**src/logic/obpl_pkg.sv**
```systemverilog
// Constants shared by the output bit polarity and latch block.
// Assumes one system clock and a word-addressed plain register port.
package obpl_pkg;

  // ----------------------------------------------------------------
  // Sizes
  // ----------------------------------------------------------------
  localparam int N_OUT = 5;
  localparam int N_SRC = 4;
  localparam int CODE_W = 6;
  localparam int SRC_VEC_W = 64;
  localparam int TYPE_W = 3;
  localparam int LATCH_W = 2;

  // ----------------------------------------------------------------
  // Output indexes
  // ----------------------------------------------------------------
  localparam int OUT_CTRL1 = 0;
  localparam int OUT_CTRL2 = 1;
  localparam int OUT_EV1 = 2;

  // ----------------------------------------------------------------
  // Operation types
  // ----------------------------------------------------------------
  localparam logic [2:0] OT_DEFAULT = 3'h0;
  localparam logic [2:0] OT_MV1 = 3'h1;
  localparam logic [2:0] OT_MV2 = 3'h2;
  localparam logic [2:0] OT_F1 = 3'h3;
  localparam logic [2:0] OT_F2 = 3'h4;
  localparam logic [2:0] OT_F3 = 3'h5;
  localparam logic [2:0] OT_F4 = 3'h6;

  // ----------------------------------------------------------------
  // Latch modes
  // ----------------------------------------------------------------
  localparam logic [1:0] LM_NONE = 2'h0;
  localparam logic [1:0] LM_ON = 2'h1;
  localparam logic [1:0] LM_OFF = 2'h2;

  // ----------------------------------------------------------------
  // Source codes
  // ----------------------------------------------------------------
  localparam logic [5:0] SRC_OFF = 6'h00;
  localparam logic [5:0] SRC_ON = 6'h01;
  localparam logic [5:0] SRC_EV_FIRST = 6'h02;
  localparam logic [5:0] SRC_MV1 = 6'h0E;
  localparam logic [5:0] SRC_MV2 = 6'h0F;
  localparam logic [5:0] SRC_DI1 = 6'h12;
  localparam logic [5:0] SRC_DI2 = 6'h13;
  localparam logic [5:0] SRC_EV1_STAT = 6'h30;
  localparam logic [5:0] SRC_CTRL1_STAT = 6'h31;

  // ----------------------------------------------------------------
  // Register map: word index = output * 4 + field offset
  // ----------------------------------------------------------------
  localparam logic [1:0] OFS_TYPE = 2'h0;
  localparam logic [1:0] OFS_ASSIGN = 2'h1;
  localparam logic [1:0] OFS_POL = 2'h2;
  localparam logic [5:0] ADDR_RELEASE = 6'h14;
  localparam logic [5:0] ADDR_STATUS = 6'h15;
  localparam int POL_RES_BIT = 4;
  localparam int POL_LATCH_LSB = 5;
  localparam int STAT_HELD_LSB = 5;

  // ----------------------------------------------------------------
  // Reset values
  // ----------------------------------------------------------------
  localparam logic [2:0] TYPE_RST = 3'h0;
  localparam logic [3:0] SRC_POL_RST = 4'h0;
  localparam logic RES_POL_RST = 1'b0;
  localparam logic [1:0] LATCH_RST = 2'h0;
  localparam logic [29:0] ASSIGN_A_RST = {6'h04, 6'h03, 6'h02, 6'h0F, 6'h0E};

endpackage

```
**src/logic/obpl_bit_func.sv**
```systemverilog
// Output bit function: per-source polarity, AND/OR function, result polarity.
// Assumes all inputs are registered or stable within the cycle.
`timescale 1ns/1ps
`default_nettype none

module obpl_bit_func (
  // Selected sources, A in bit 0
  input wire logic [3:0] sel,
  input wire logic [3:0] src_pol,
  input wire logic res_pol,
  input wire logic [2:0] op_type,
  // Direct sources for the non-function types
  input wire logic dflt_src,
  input wire logic mv1,
  input wire logic mv2,
  // Function result
  output logic result
);

  logic [3:0] adj;
  logic fn;

  always_comb
  begin
    adj = sel ^ src_pol;
    fn = 1'b0;
    result = 1'b0;
    case (op_type)
      obpl_pkg::OT_DEFAULT: result = dflt_src;
      obpl_pkg::OT_MV1: result = mv1;
      obpl_pkg::OT_MV2: result = mv2;
      obpl_pkg::OT_F1:
      begin
        fn = (adj[0] & adj[1]) | (adj[2] & adj[3]);
        result = fn ^ res_pol;
      end
      obpl_pkg::OT_F2:
      begin
        fn = (adj[0] | adj[1]) & (adj[2] | adj[3]);
        result = fn ^ res_pol;
      end
      obpl_pkg::OT_F3:
      begin
        fn = |adj;
        result = fn ^ res_pol;
      end
      obpl_pkg::OT_F4:
      begin
        fn = &adj;
        result = fn ^ res_pol;
      end
      default: result = 1'b0;
    endcase
  end

endmodule

`default_nettype wire

```
**src/logic/obpl_src_sel.sv**
```systemverilog
// Source selection: picks one bit of the source vector per code.
// Assumes codes are packed with source A in the lowest field.
`timescale 1ns/1ps
`default_nettype none

module obpl_src_sel #(
  parameter int NSEL = 4
) (
  // Source vector, bit index equals source code
  input wire logic [obpl_pkg::SRC_VEC_W-1:0] src_vec,
  // Packed source codes
  input wire logic [NSEL*obpl_pkg::CODE_W-1:0] codes,
  // Selected source bits
  output logic [NSEL-1:0] sel
);

  for (genvar k = 0; k < NSEL; k++)
  begin : g_sel
    assign sel[k] = src_vec[codes[k*obpl_pkg::CODE_W +: obpl_pkg::CODE_W]];
  end

endmodule

`default_nettype wire

```
**src/logic/obpl_top.sv**
```systemverilog
// Output bit polarity and latch logic for two control and three event outputs.
// Assumes synchronous inputs, one clock, and a one-cycle-strobe register port.
`timescale 1ns/1ps
`default_nettype none

module obpl_top #(
  parameter int ADDR_W = 6,
  parameter int DATA_W = 32
) (
  // Clock, reset, enable
  input wire logic core_clk,
  input wire logic rst,
  input wire logic ce,
  // Register port
  input wire logic [ADDR_W-1:0] reg_addr,
  input wire logic [DATA_W-1:0] reg_wdata,
  input wire logic reg_wr,
  input wire logic reg_rd,
  output logic [DATA_W-1:0] reg_rdata,
  // Which outputs are fitted
  input wire logic [obpl_pkg::N_OUT-1:0] out_present,
  // Sources
  input wire logic [4:0] internal_event,
  input wire logic first_manipulated_value_output,
  input wire logic second_manipulated_value_output,
  input wire logic digital_input_one,
  input wire logic digital_input_two,
  // Release-all command from keys, one cycle
  input wire logic release_all,
  // Outputs: ctrl 1, ctrl 2, event 1 to 3
  output logic [obpl_pkg::N_OUT-1:0] do_out
);

  localparam int N = obpl_pkg::N_OUT;
  localparam int AW = N * obpl_pkg::CODE_W;

  // ----------------------------------------------------------------
  // Parameter checks
  // ----------------------------------------------------------------
  if (ADDR_W < 6)
  begin : g_bad_addr
    $error("ADDR_W must be at least 6");
  end
  if (DATA_W < 24)
  begin : g_bad_data
    $error("DATA_W must be at least 24");
  end

  // ----------------------------------------------------------------
  // State
  // ----------------------------------------------------------------
  logic [2:0] op_type_q [N];
  logic [2:0] op_type_d [N];
  logic [23:0] assign_q [N];
  logic [23:0] assign_d [N];
  logic [3:0] src_pol_q [N];
  logic [3:0] src_pol_d [N];
  logic [N-1:0] res_pol_q;
  logic [N-1:0] res_pol_d;
  logic [1:0] latch_q [N];
  logic [1:0] latch_d [N];
  logic [N-1:0] held_q;
  logic [N-1:0] held_d;
  logic [N-1:0] out_q;
  logic [N-1:0] out_d;
  logic [DATA_W-1:0] rdata_q;
  logic [DATA_W-1:0] rdata_d;

  logic [N-1:0] cfg_open;
  logic [N-1:0] hit_type;
  logic [N-1:0] hit_assign;
  logic [N-1:0] hit_pol;
  logic [N-1:0] latch_zero_wr;
  logic [N-1:0] clr;
  logic release_cmd;
  logic [obpl_pkg::SRC_VEC_W-1:0] src_vec;
  logic [3:0] sel_bits [N];
  logic [N-1:0] func_res;
  logic [N-1:0] dflt_vec;

  // ----------------------------------------------------------------
  // Decode
  // ----------------------------------------------------------------
  always_comb
  begin
    for (int i = 0; i < N; i++)
    begin
      cfg_open[i] = out_present[i] && (op_type_q[i] >= obpl_pkg::OT_F1)
        && (op_type_q[i] <= obpl_pkg::OT_F4);
      hit_type[i] = (reg_addr[ADDR_W-1:2] == (ADDR_W-2)'(i)) && (reg_addr[1:0] == obpl_pkg::OFS_TYPE);
      hit_assign[i] = (reg_addr[ADDR_W-1:2] == (ADDR_W-2)'(i)) && (reg_addr[1:0] == obpl_pkg::OFS_ASSIGN);
      hit_pol[i] = (reg_addr[ADDR_W-1:2] == (ADDR_W-2)'(i)) && (reg_addr[1:0] == obpl_pkg::OFS_POL);
      latch_zero_wr[i] = reg_wr && hit_pol[i] && cfg_open[i]
        && (reg_wdata[obpl_pkg::POL_LATCH_LSB +: 2] == obpl_pkg::LM_NONE);
    end
    release_cmd = release_all
      || (reg_wr && (reg_addr == ADDR_W'(obpl_pkg::ADDR_RELEASE)) && reg_wdata[0]);
    clr = latch_zero_wr | {N{release_cmd}};
  end

  // ----------------------------------------------------------------
  // Configuration registers
  // ----------------------------------------------------------------
  always_comb
  begin
    for (int i = 0; i < N; i++)
    begin
      op_type_d[i] = op_type_q[i];
      assign_d[i] = assign_q[i];
      src_pol_d[i] = src_pol_q[i];
      res_pol_d[i] = res_pol_q[i];
      latch_d[i] = latch_q[i];
      if (reg_wr && hit_type[i] && (reg_wdata[2:0] <= obpl_pkg::OT_F4))
      begin
        op_type_d[i] = reg_wdata[2:0];
      end
      else if (reg_wr && hit_assign[i] && cfg_open[i])
      begin
        assign_d[i] = reg_wdata[23:0];
      end
      else if (reg_wr && hit_pol[i] && cfg_open[i])
      begin
        src_pol_d[i] = reg_wdata[3:0];
        res_pol_d[i] = reg_wdata[obpl_pkg::POL_RES_BIT];
        if (reg_wdata[obpl_pkg::POL_LATCH_LSB +: 2] <= obpl_pkg::LM_OFF)
        begin
          latch_d[i] = reg_wdata[obpl_pkg::POL_LATCH_LSB +: 2];
        end
      end
    end
  end

  always_ff @(posedge core_clk)
  begin
    if (rst)
    begin
      for (int i = 0; i < N; i++)
      begin
        op_type_q[i] <= obpl_pkg::TYPE_RST;
        assign_q[i] <= {18'h0, obpl_pkg::ASSIGN_A_RST[i*obpl_pkg::CODE_W +: obpl_pkg::CODE_W]};
        src_pol_q[i] <= obpl_pkg::SRC_POL_RST;
        latch_q[i] <= obpl_pkg::LATCH_RST;
      end
      res_pol_q <= {N{obpl_pkg::RES_POL_RST}};
    end
    else if (ce)
    begin
      op_type_q <= op_type_d;
      assign_q <= assign_d;
      src_pol_q <= src_pol_d;
      res_pol_q <= res_pol_d;
      latch_q <= latch_d;
    end
  end

  // ----------------------------------------------------------------
  // Source vector and per-output function
  // ----------------------------------------------------------------
  always_comb
  begin
    src_vec = '0;
    src_vec[obpl_pkg::SRC_OFF] = 1'b0;
    src_vec[obpl_pkg::SRC_ON] = 1'b1;
    src_vec[obpl_pkg::SRC_EV_FIRST +: 5] = internal_event;
    src_vec[obpl_pkg::SRC_MV1] = first_manipulated_value_output;
    src_vec[obpl_pkg::SRC_MV2] = second_manipulated_value_output;
    src_vec[obpl_pkg::SRC_DI1] = digital_input_one;
    src_vec[obpl_pkg::SRC_DI2] = digital_input_two;
    // Own status feedback; inverting it would oscillate
    src_vec[obpl_pkg::SRC_EV1_STAT] = out_q[obpl_pkg::OUT_EV1];
    src_vec[obpl_pkg::SRC_CTRL1_STAT] = out_q[obpl_pkg::OUT_CTRL1];
    dflt_vec = {internal_event[2:0], second_manipulated_value_output, first_manipulated_value_output};
  end

  for (genvar g = 0; g < N; g++)
  begin : g_out
    obpl_src_sel #(
      .NSEL(obpl_pkg::N_SRC)
    ) u_sel (
      .src_vec(src_vec),
      .codes(assign_q[g]),
      .sel(sel_bits[g])
    );
    obpl_bit_func u_fn (
      .sel(sel_bits[g]),
      .src_pol(src_pol_q[g]),
      .res_pol(res_pol_q[g]),
      .op_type(op_type_q[g]),
      .dflt_src(dflt_vec[g]),
      .mv1(first_manipulated_value_output),
      .mv2(second_manipulated_value_output),
      .result(func_res[g])
    );
  end

  // ----------------------------------------------------------------
  // Latch and output
  // ----------------------------------------------------------------
  always_comb
  begin
    for (int i = 0; i < N; i++)
    begin
      held_d[i] = held_q[i];
      if (clr[i])
      begin
        held_d[i] = 1'b0;
      end
      else if (!held_q[i] && (latch_q[i] == obpl_pkg::LM_ON) && func_res[i])
      begin
        held_d[i] = 1'b1;
      end
      else if (!held_q[i] && (latch_q[i] == obpl_pkg::LM_OFF) && out_q[i] && !func_res[i])
      begin
        held_d[i] = 1'b1;
      end
      // Latch is the last stage of the chain
      out_d[i] = (held_q[i] && !clr[i]) ? out_q[i] : func_res[i];
    end
  end

  always_ff @(posedge core_clk)
  begin
    if (rst)
    begin
      held_q <= '0;
      out_q <= '0;
    end
    else if (ce)
    begin
      held_q <= held_d;
      out_q <= out_d;
    end
  end

  // ----------------------------------------------------------------
  // Read data
  // ----------------------------------------------------------------
  always_comb
  begin
    rdata_d = '0;
    if (reg_rd && (reg_addr == ADDR_W'(obpl_pkg::ADDR_STATUS)))
    begin
      rdata_d[N-1:0] = out_q;
      rdata_d[obpl_pkg::STAT_HELD_LSB +: N] = held_q;
    end
    else if (reg_rd)
    begin
      for (int i = 0; i < N; i++)
      begin
        if (hit_type[i])
        begin
          rdata_d[2:0] = op_type_q[i];
        end
        else if (hit_assign[i] && cfg_open[i])
        begin
          rdata_d[23:0] = assign_q[i];
        end
        else if (hit_pol[i] && cfg_open[i])
        begin
          rdata_d[3:0] = src_pol_q[i];
          rdata_d[obpl_pkg::POL_RES_BIT] = res_pol_q[i];
          rdata_d[obpl_pkg::POL_LATCH_LSB +: 2] = latch_q[i];
        end
      end
    end
  end

  always_ff @(posedge core_clk)
  begin
    if (rst)
    begin
      rdata_q <= '0;
    end
    else if (ce)
    begin
      rdata_q <= rdata_d;
    end
  end

  assign reg_rdata = rdata_q;
  assign do_out = out_q;

  // ----------------------------------------------------------------
  // Assertions
  // ----------------------------------------------------------------
  logic [3:0] adj0;
  assign adj0 = sel_bits[0] ^ src_pol_q[0];

  property p_pol_reset;
    @(posedge core_clk) $past(rst) |-> (src_pol_q[0] == 4'h0) && (src_pol_q[4] == 4'h0);
  endproperty
  a_pol_reset: assert property (p_pol_reset) else $error("source polarity not zero after reset");

  property p_f3_pol;
    @(posedge core_clk) disable iff (rst)
      ce && !held_q[2] && (op_type_q[2] == obpl_pkg::OT_F3)
      |=> out_q[2] == ($past(|(sel_bits[2] ^ src_pol_q[2])) ^ $past(res_pol_q[2]));
  endproperty
  a_f3_pol: assert property (p_f3_pol) else $error("function 3 result wrong");

  property p_f4_res;
    @(posedge core_clk) disable iff (rst)
      ce && !held_q[2] && (op_type_q[2] == obpl_pkg::OT_F4)
      |=> out_q[2] == ($past(&(sel_bits[2] ^ src_pol_q[2])) ^ $past(res_pol_q[2]));
  endproperty
  a_f4_res: assert property (p_f4_res) else $error("result polarity not applied");

  property p_latch_on;
    @(posedge core_clk) disable iff (rst)
      ce && held_q[4] && out_q[4] && !clr[4] |=> out_q[4] && held_q[4];
  endproperty
  a_latch_on: assert property (p_latch_on) else $error("ON latch lost");

  property p_no_reset_latch;
    @(posedge core_clk) $past(rst) |-> (held_q == '0) && (out_q == '0);
  endproperty
  a_no_reset_latch: assert property (p_no_reset_latch) else $error("latch held after reset");

  property p_release;
    @(posedge core_clk) disable iff (rst)
      ce && release_cmd |=> held_q == '0;
  endproperty
  a_release: assert property (p_release) else $error("release did not clear latches");

  property p_locked;
    @(posedge core_clk) disable iff (rst)
      ce && reg_wr && hit_pol[0] && !cfg_open[0] |=> $stable(src_pol_q[0]) && $stable(latch_q[0]);
  endproperty
  a_locked: assert property (p_locked) else $error("closed settings changed");

  property p_f1;
    @(posedge core_clk) disable iff (rst)
      ce && !held_q[0] && (op_type_q[0] == obpl_pkg::OT_F1)
      |=> out_q[0] == ($past((adj0[0] & adj0[1]) | (adj0[2] & adj0[3])) ^ $past(res_pol_q[0]));
  endproperty
  a_f1: assert property (p_f1) else $error("function 1 result wrong");

  property p_default;
    @(posedge core_clk) disable iff (rst)
      ce && !held_q[2] && (op_type_q[2] == obpl_pkg::OT_DEFAULT) |=> out_q[2] == $past(internal_event[0]);
  endproperty
  a_default: assert property (p_default) else $error("default source wrong");

endmodule

`default_nettype wire

```
**config.mk**
```make
export PLATFORM = sky130hd
export DESIGN_NAME = obpl_top
export DESIGN_NICKNAME = d
export VERILOG_FILES = /design/src/logic/obpl_pkg.sv /design/src/logic/obpl_bit_func.sv /design/src/logic/obpl_src_sel.sv /design/src/logic/obpl_top.sv
export SDC_FILE = /design/constraint.sdc
export NUM_CORES = 1
export LEC_CHECK = 0
export BUFFER_PORTS_ARGS = -buffer_cell sky130_fd_sc_hd__buf_2
export CAP_MARGIN = 20
export CORE_ASPECT_RATIO = 1.2
export CORE_MARGIN = 10
export CORE_UTILIZATION = 45
export DETAILED_ROUTE_END_ITERATION = 8
export PLACE_DENSITY = 0.72
export REMOVE_ABC_BUFFERS = 1
export SLEW_MARGIN = 5
export SYNTH_ARGS = -nofsm -noshare
export SYNTH_HDL_FRONTEND = slang
export SYNTH_SLANG_ARGS = --single-unit
```
**constraint.sdc**
```tcl
create_clock -name core_clk -period 2.6 [get_ports core_clk]
set_input_delay 0.13 -clock core_clk [delete_from_list [all_inputs] [get_ports core_clk]]
set_output_delay 0.13 -clock core_clk [all_outputs]
set_load 0.01 [all_outputs]
```
======== After elaboration in Yosys (flattened, before gate mapping) ========
Cells that the tools add are included.
operators by class
  order comparisons ....................... 32
  muxes and demuxes ....................... 98
  div/mod/pow operators ................... 0
  reductions and logical operators ........ 174
  shift-type cells ........................ 0
  bitwise logic cells ..................... 71
  eq/ne operators ......................... 48
  multiply operators ...................... 0
  add/sub/neg operators ................... 0
operators by type and width
  operator            number
  $mux 21             9
  $lt 6x7->1 const B  20
  $bmux 1 s6          20
  $mux 7              16
  $logic_and 1x1->1   103
  $mux 17             5
  $eq 3x3->1 const B  15
  $reduce_and 4->1    10
  $mux 1              35
  $eq 3x2->1 const B  10
  $reduce_and 2->1    15
  $reduce_and 5->1    5
  $mux 24             1
  $pmux 1 s7          3
  $reduce_or 4->1     5
  $xor 1x1->1         20
  $xor 4x4->4         5
  $le 3x3->1 const B  6
  $and 1x1->1         15
  $eq 3x1->1 const B  5
  $ge 3x2->1 const B  5
  $logic_not 1->1     15
  $logic_not 3->1     5
  $mux 3              5
  19 further kinds    70
storage, ports and cells
  output and inout port bits .............. 37
  ROM bits ................................ 0
  bits of input ports ..................... 58
  memory bits (writable) .................. 0
  flip-flop bits (word level) ............. 204
  word-level logic and storage cells ...... 459
  memories ................................ 0
  bits in latches ......................... 0

======== Depth between registers and ports, before layout ========
  depth after elaboration ................. 31
  mapped depth ............................ 13
  mapped depth without buffers ............ 11

======== By module ========
From an unflattened synthesis, not the netlist that was laid out.
unflattened totals
  cells, all modules ...................... 1,860
  area total of the unflattened synthesis .. 20,166.8 um^2
modules (own cells, without submodules)
  module         cells each  area each (um^2)  sequential area each (um^2)  times used
  obpl_src_sel   128         2,057.0           0.0                          5
  obpl_top       1,090       8,987.4           4,083.9                      1
  obpl_bit_func  26          178.9             0.0                          5

======== Least setup slack after synthesis ========
OpenSTA, ideal clock, no wires.
  kind .................................... register to register
  from .................................... register assign_q[109] in the netlist's numbering
  to ...................................... register held_q[0]
  library setup time ...................... 0.122 ns
  path slack .............................. -0.199 ns
  cell stages (with the launch flop) ...... 13
  period minus slack after synthesis ...... 2.799 ns
  arrival time ............................ 2.677 ns
  data required time ...................... 2.478 ns
  buffers on the path ..................... 1
  path through ............................ dfxtp_1 buf_2 nand2b_1 a221oi_1 o221ai_1 o31a_1 nor4_1 o211ai_1 a221oi_2 o2111ai_1 o311a_1 and3_1 a311o_1
on the way
  longest elaborated chain between the ends .. 11
  elaborated cells on any way between the ends .. 21
  those cells by class .................... mux (5); bitwise (9); reduce/logical (7)
ends and longest elaborated chain
  what                                       RTL line                                  text
  from (decl)                                obpl_top.sv:54                            logic [23:0] assign_q [N];
  from (signal, indexed assignment)          obpl_top.sv:140                           assign_q[i] <= {18'h0, obpl_pkg::ASSIGN_A_RST[i*obpl_pkg::CODE_W +: obpl_pkg::CODE_W]};
  from (signal assigned)                     obpl_top.sv:149                           assign_q <= assign_d;
  $bmux 1 s6 (*)                             obpl_src_sel.sv:19                        assign sel[k] = src_vec[codes[k*obpl_pkg::CODE_W +: obpl_pkg::CODE_W]];
  $mux 1 (implied by the code) (*)           obpl_src_sel.sv:19
  $xor 4x4->4 (*)                            n/a
  $or 1x1->1 or $and 1x1->1 (tied branches)  obpl_bit_func.sv:39, obpl_bit_func.sv:34
  $and 1x1->1 or $or 1x1->1 (tied branches)  obpl_bit_func.sv:39, obpl_bit_func.sv:34
  $xor 1x1->1 (on tied branches)             obpl_bit_func.sv:40, obpl_bit_func.sv:35
  $pmux 1 s6 (*)                             obpl_bit_func.sv:28                       case (op_type)
  $logic_not 1->1                            obpl_top.sv:212                           else if (!held_q[i] && (latch_q[i] == obpl_pkg::LM_OFF) && out_q[i] && !func_res[i])
  $logic_and 1x1->1                          obpl_top.sv:212
  $reduce_bool 3->1 (no line)                n/a
  $reduce_and 2->1 (no line)                 n/a
  to (signal assigned)                       obpl_top.sv:230                           held_q <= held_d;
  to (decl)                                  obpl_top.sv:62                            logic [N-1:0] held_q;
Mark *: on every way between the ends. The rest lies on a longest branch, timed or not. The select of a mux whose other input is x is not followed.
A chain may end at the register's enable or synchronous reset.

======== Worst setup path after layout ========
  from .................................... register assign_q[115] in the netlist's numbering
  to ...................................... register held_q[0]
The elaborated chain is that of the path after synthesis.

==> flow_summary_export.csv <==
group,metric,value,unit
setup_path,crit_path_end,"held_q[0]$_SDFFE_PP0P_",
cts,cts_sinks,204,
setup_path,cp_data_required_time,3020,ps
route,drt_iter0_markers,1759,
flow_run,maxCapViolations,0,
setup_path,critPathLaunch,"assign_q[115]$_SDFFE_PP0P_",
sta,max_freq,0.337,GHz
route,wl,49400,um
cts,clock_path_buffers,3,
power_and_ir_drop,clock_power_share,48.9,%
synthesis,synth_edf_count,0,
global_route,grt_pass1_wl,75100,um
route,antenna_left,0,
synthesis,syn_avg_cell_area,7.40,um2
floorplanning,initial_core_util,45.6,%
power_and_ir_drop,pwr-share-seq,42.7,%
synthesis,yosysSeqAreaShare,33.2,%
route,drt_pass1_iterations,6,
power_and_ir_drop,p_per_area,460,nW/um2
power_and_ir_drop,leakage,6.03,nW
place,placed_area,14300,um2
synthesis,yosys_warnings,0,
final_layout,fill_cells,2463,
setup_path,timing.rr.end,"held_q[0]$_SDFFE_PP0P_",
floorplanning,die_x,171,um
place,port_buffers,78,
cts,cts-root-buf,"clkbuf_16",
synthesis,synth_seq_cells,204,
global_route,antenna_found_initial,2,
setup_path,r2r-start,"assign_q[115]$_SDFFE_PP0P_",
sta,period_needed,2970,ps
global_route,grt_use_total,27.4,%
floorplanning,die_area,34400,um2
global_route,grt_max_degree,93,
final_layout,fin_area,16000,um2
final_layout,layout_common_cells,"310 x nand2_1, 213 x buf_4, 203 x a21oi_1, 173 x dfxtp_1, 131 x nor2_1",
cts,cts_tree,"yes",
setup_path,worstRegToRegCells,12,
setup_path,cp_slowest_cell,"a221oi_2",
global_route,grt-ovfl-total,0,
synthesis,ys_async_sr_fraction,0,%
cts,cts_buffers,23,
sta,finClkSkew,11.7,ps
final_layout,final_cells,2231,
run_status,status,"finished, violations left",
synthesis,postSynthCellCount,1663,
floorplanning,chipHeight,201,um
setup_path,worstSetupStartpointType,"flip-flop",
route,route.detailed.drc,0,
global_route,grt_pass1_vias,13167,
setup_path,critPathMaxStageDelay,410,ps
sta,hold_viol_final,0,
setup_path,crit_chain,"inv_2 > o31ai_2 > a32oi_2 > o31a_1 > nor4_2 > o211ai_1 > a221oi_2 > buf_4 > a211o_1 > nand3_2 > and3_1 > a311o_1",
power_and_ir_drop,internal_power,5.54,mW
sta,drv_slew,0,
place,hpwl,35400,um
route,wl_per_cell,22.1,um
setup_path,r2r_setup_slack,-370,ps
floorplanning,core,27000,um2
sta,max_slew_margin,55.3,%
power_and_ir_drop,peakVddDrop,0.507,mV
final_layout,nets,1930,
power_and_ir_drop,comb_power_share,8.4,%
route,num_vias,13862,
route,vias_per_cell,6.21,
sta,fin_ws,-367,ps
floorplanning,row_count,66,
synthesis,synth_area,12300,um2
setup_path,worst_setup_path_end_kind,"flip-flop",
sta,finalSetupViolCount,8,
sta,whs,45.5,ps
worst_hold_path,hp-class,"input pin to flip-flop",
sta,fin_crit_sh,114,%
floorplanning,ios,95,
cts,insertion_delay,530,ps
run_status,violations,"setup timing",
final_layout,drive_above_1_share,25.1,%
setup_path,critPathKind,"flip-flop to flip-flop",
power_and_ir_drop,switching_share,24.7,%
place,routabilityCongestion,1.02,
synthesis,synth_top_flop_cell,"dfxtp_1",
setup_path,cp_max_fo,6,
final_layout,final_common_cell,"nand2_1",
place,placedCellCount,2156,
cts,htree_levels,1,
sta,rsz0062_at_grt,"true",
final_layout,syn_to_final_growth,30.0,%
sta,worstMarginPinSlew,671,ps
synthesis,synth_cell_types,75,
power_and_ir_drop,power.switching,1.82,mW
cts,clk_pin_slew,60,ps
setup_path,crit_arrival,3390,ps
-- worst max-delay path, delay by kind of cell, from the launching register on --
kind | cells | cell delay (ps)
flops | 1 | 390
compound gates | 7 | 1670
simple gates | 3 | 550
buf+inv | 2 | 250
-- routing by layer --
| layer | share of wire, % | GRT usage, % | wire length [um] |
|---|---|---|---|
| met1 | 39 | 34.4 | 19500 |
| met2 | 45 | 43.3 | 22200 |
| met3 | 10 | 5.15 | 5020 |
| met4 | 5.6 | 14.7 | 2780 |
| met5 | 0.018 | 0 | 9 |
-- cell usage after synthesis (all sizes together), types with 12 or more instances --
cell | instances | area [um2]
o22ai | 14 | 87.6
a222oi | 28 | 280
a31oi | 19 | 119
nand2b | 22 | 138
xnor2 | 12 | 105
o21ai | 75 | 375
buf | 46 | 256
o211ai | 20 | 150
clkbuf | 110 | 413
nand3 | 32 | 160
nand2 | 310 | 1160
nor3b | 23 | 173
nor2b | 17 | 106
inv | 34 | 128
dfxtp | 204 | 4080
nor2 | 134 | 503
a22oi | 24 | 180
nor3 | 26 | 130
mux2i | 115 | 1150
nand3b | 25 | 188
a21oi | 214 | 1070
-- cell type report --
| type | count | area (um2) | area share, % |
|---|---|---|---|
| multi-input cells | 1275 | 7900 | 49.4 |
| clock buffers | 30 | 662 | 4.14 |
| inverters | 35 | 131 | 0.821 |
| diodes | 2 | 5.00 | 0.0313 |
| repair buffers | 333 | 2560 | 16.0 |
| flip-flops and latches | 204 | 4140 | 25.9 |
| clock inverters | 12 | 171 | 1.07 |
| well taps | 340 | 425 | 2.66 |
-- stage by stage --
stage | power [mW] | util (%) | worst slack [ps] | setup TNS, ps
2_1_floorplan | 3.37 | - | -1370 | -53440
3_3_place_gp | 3.76 | 53.0 | -425 | -1970
3_5_place_dp | 3.76 | 53.0 | -460 | -2710
4_1_cts | 7.35 | 58.1 | -341 | -984
5_1_grt | 7.55 | 59.2 | -540 | -2550
6_report | 7.36 | 59.2 | -367 | -1280
-- worst min-delay path by stage --
stage | endpoint | start | cells after the start
2_1_floorplan | assign_q[0]$_SDFFE_PP0P_ | rst | 1
3_3_place_gp | assign_q[58]$_SDFFE_PP0P_ | reg_wdata[10] | 3
3_5_place_dp | assign_q[82]$_SDFFE_PP0P_ | reg_wdata[10] | 3
4_1_cts | assign_q[54]$_SDFFE_PP0P_ | reg_wdata[6] | 3
5_1_grt | assign_q[30]$_SDFFE_PP0P_ | reg_wdata[6] | 3
6_report | reg_rdata[7]$_SDFFE_PP0P_ | ce | 2
-- registers in the layout, indices dropped and copies added, names as in the netlist --
name	count
assign_q	120
held_q	5
do_out	5
latch_q	10
op_type_q	15
res_pol_q	5
src_pol_q	20
reg_rdata	24
-- cells by family after synthesis --
family	after synthesis	synth area share [%]
other	1	0.0305
buffers and inverters	191	6.51
XOR/XNOR	18	1.28
AO/OA/AOI/OAI	488	25.0
multiplexers	125	10.4
flip-flops	204	33.2
AND/OR/NAND/NOR	636	23.6
-- power by group through the flow --
stage	combinational, mW	sequential [mW]	clock [mW]
detailed placement	0.546	3.22	0
global route	0.647	3.14	3.76
finish	0.621	3.14	3.60
CTS	0.587	3.14	3.62
floorplan	0.146	3.23	0
global placement	0.542	3.22	0
-- repair_timing --
action | in CTS | in global routing
endpoints found under the setup margin | 11 | 15
gates resized for setup | 72 | 74
endpoints found under the hold margin | 114 | 0
buffers inserted | 6 | 4
cloned | 0 | 0
hold buffers | 21 | 0
pin swaps | 31 | 36
Power figures use the tool's default switching activity.
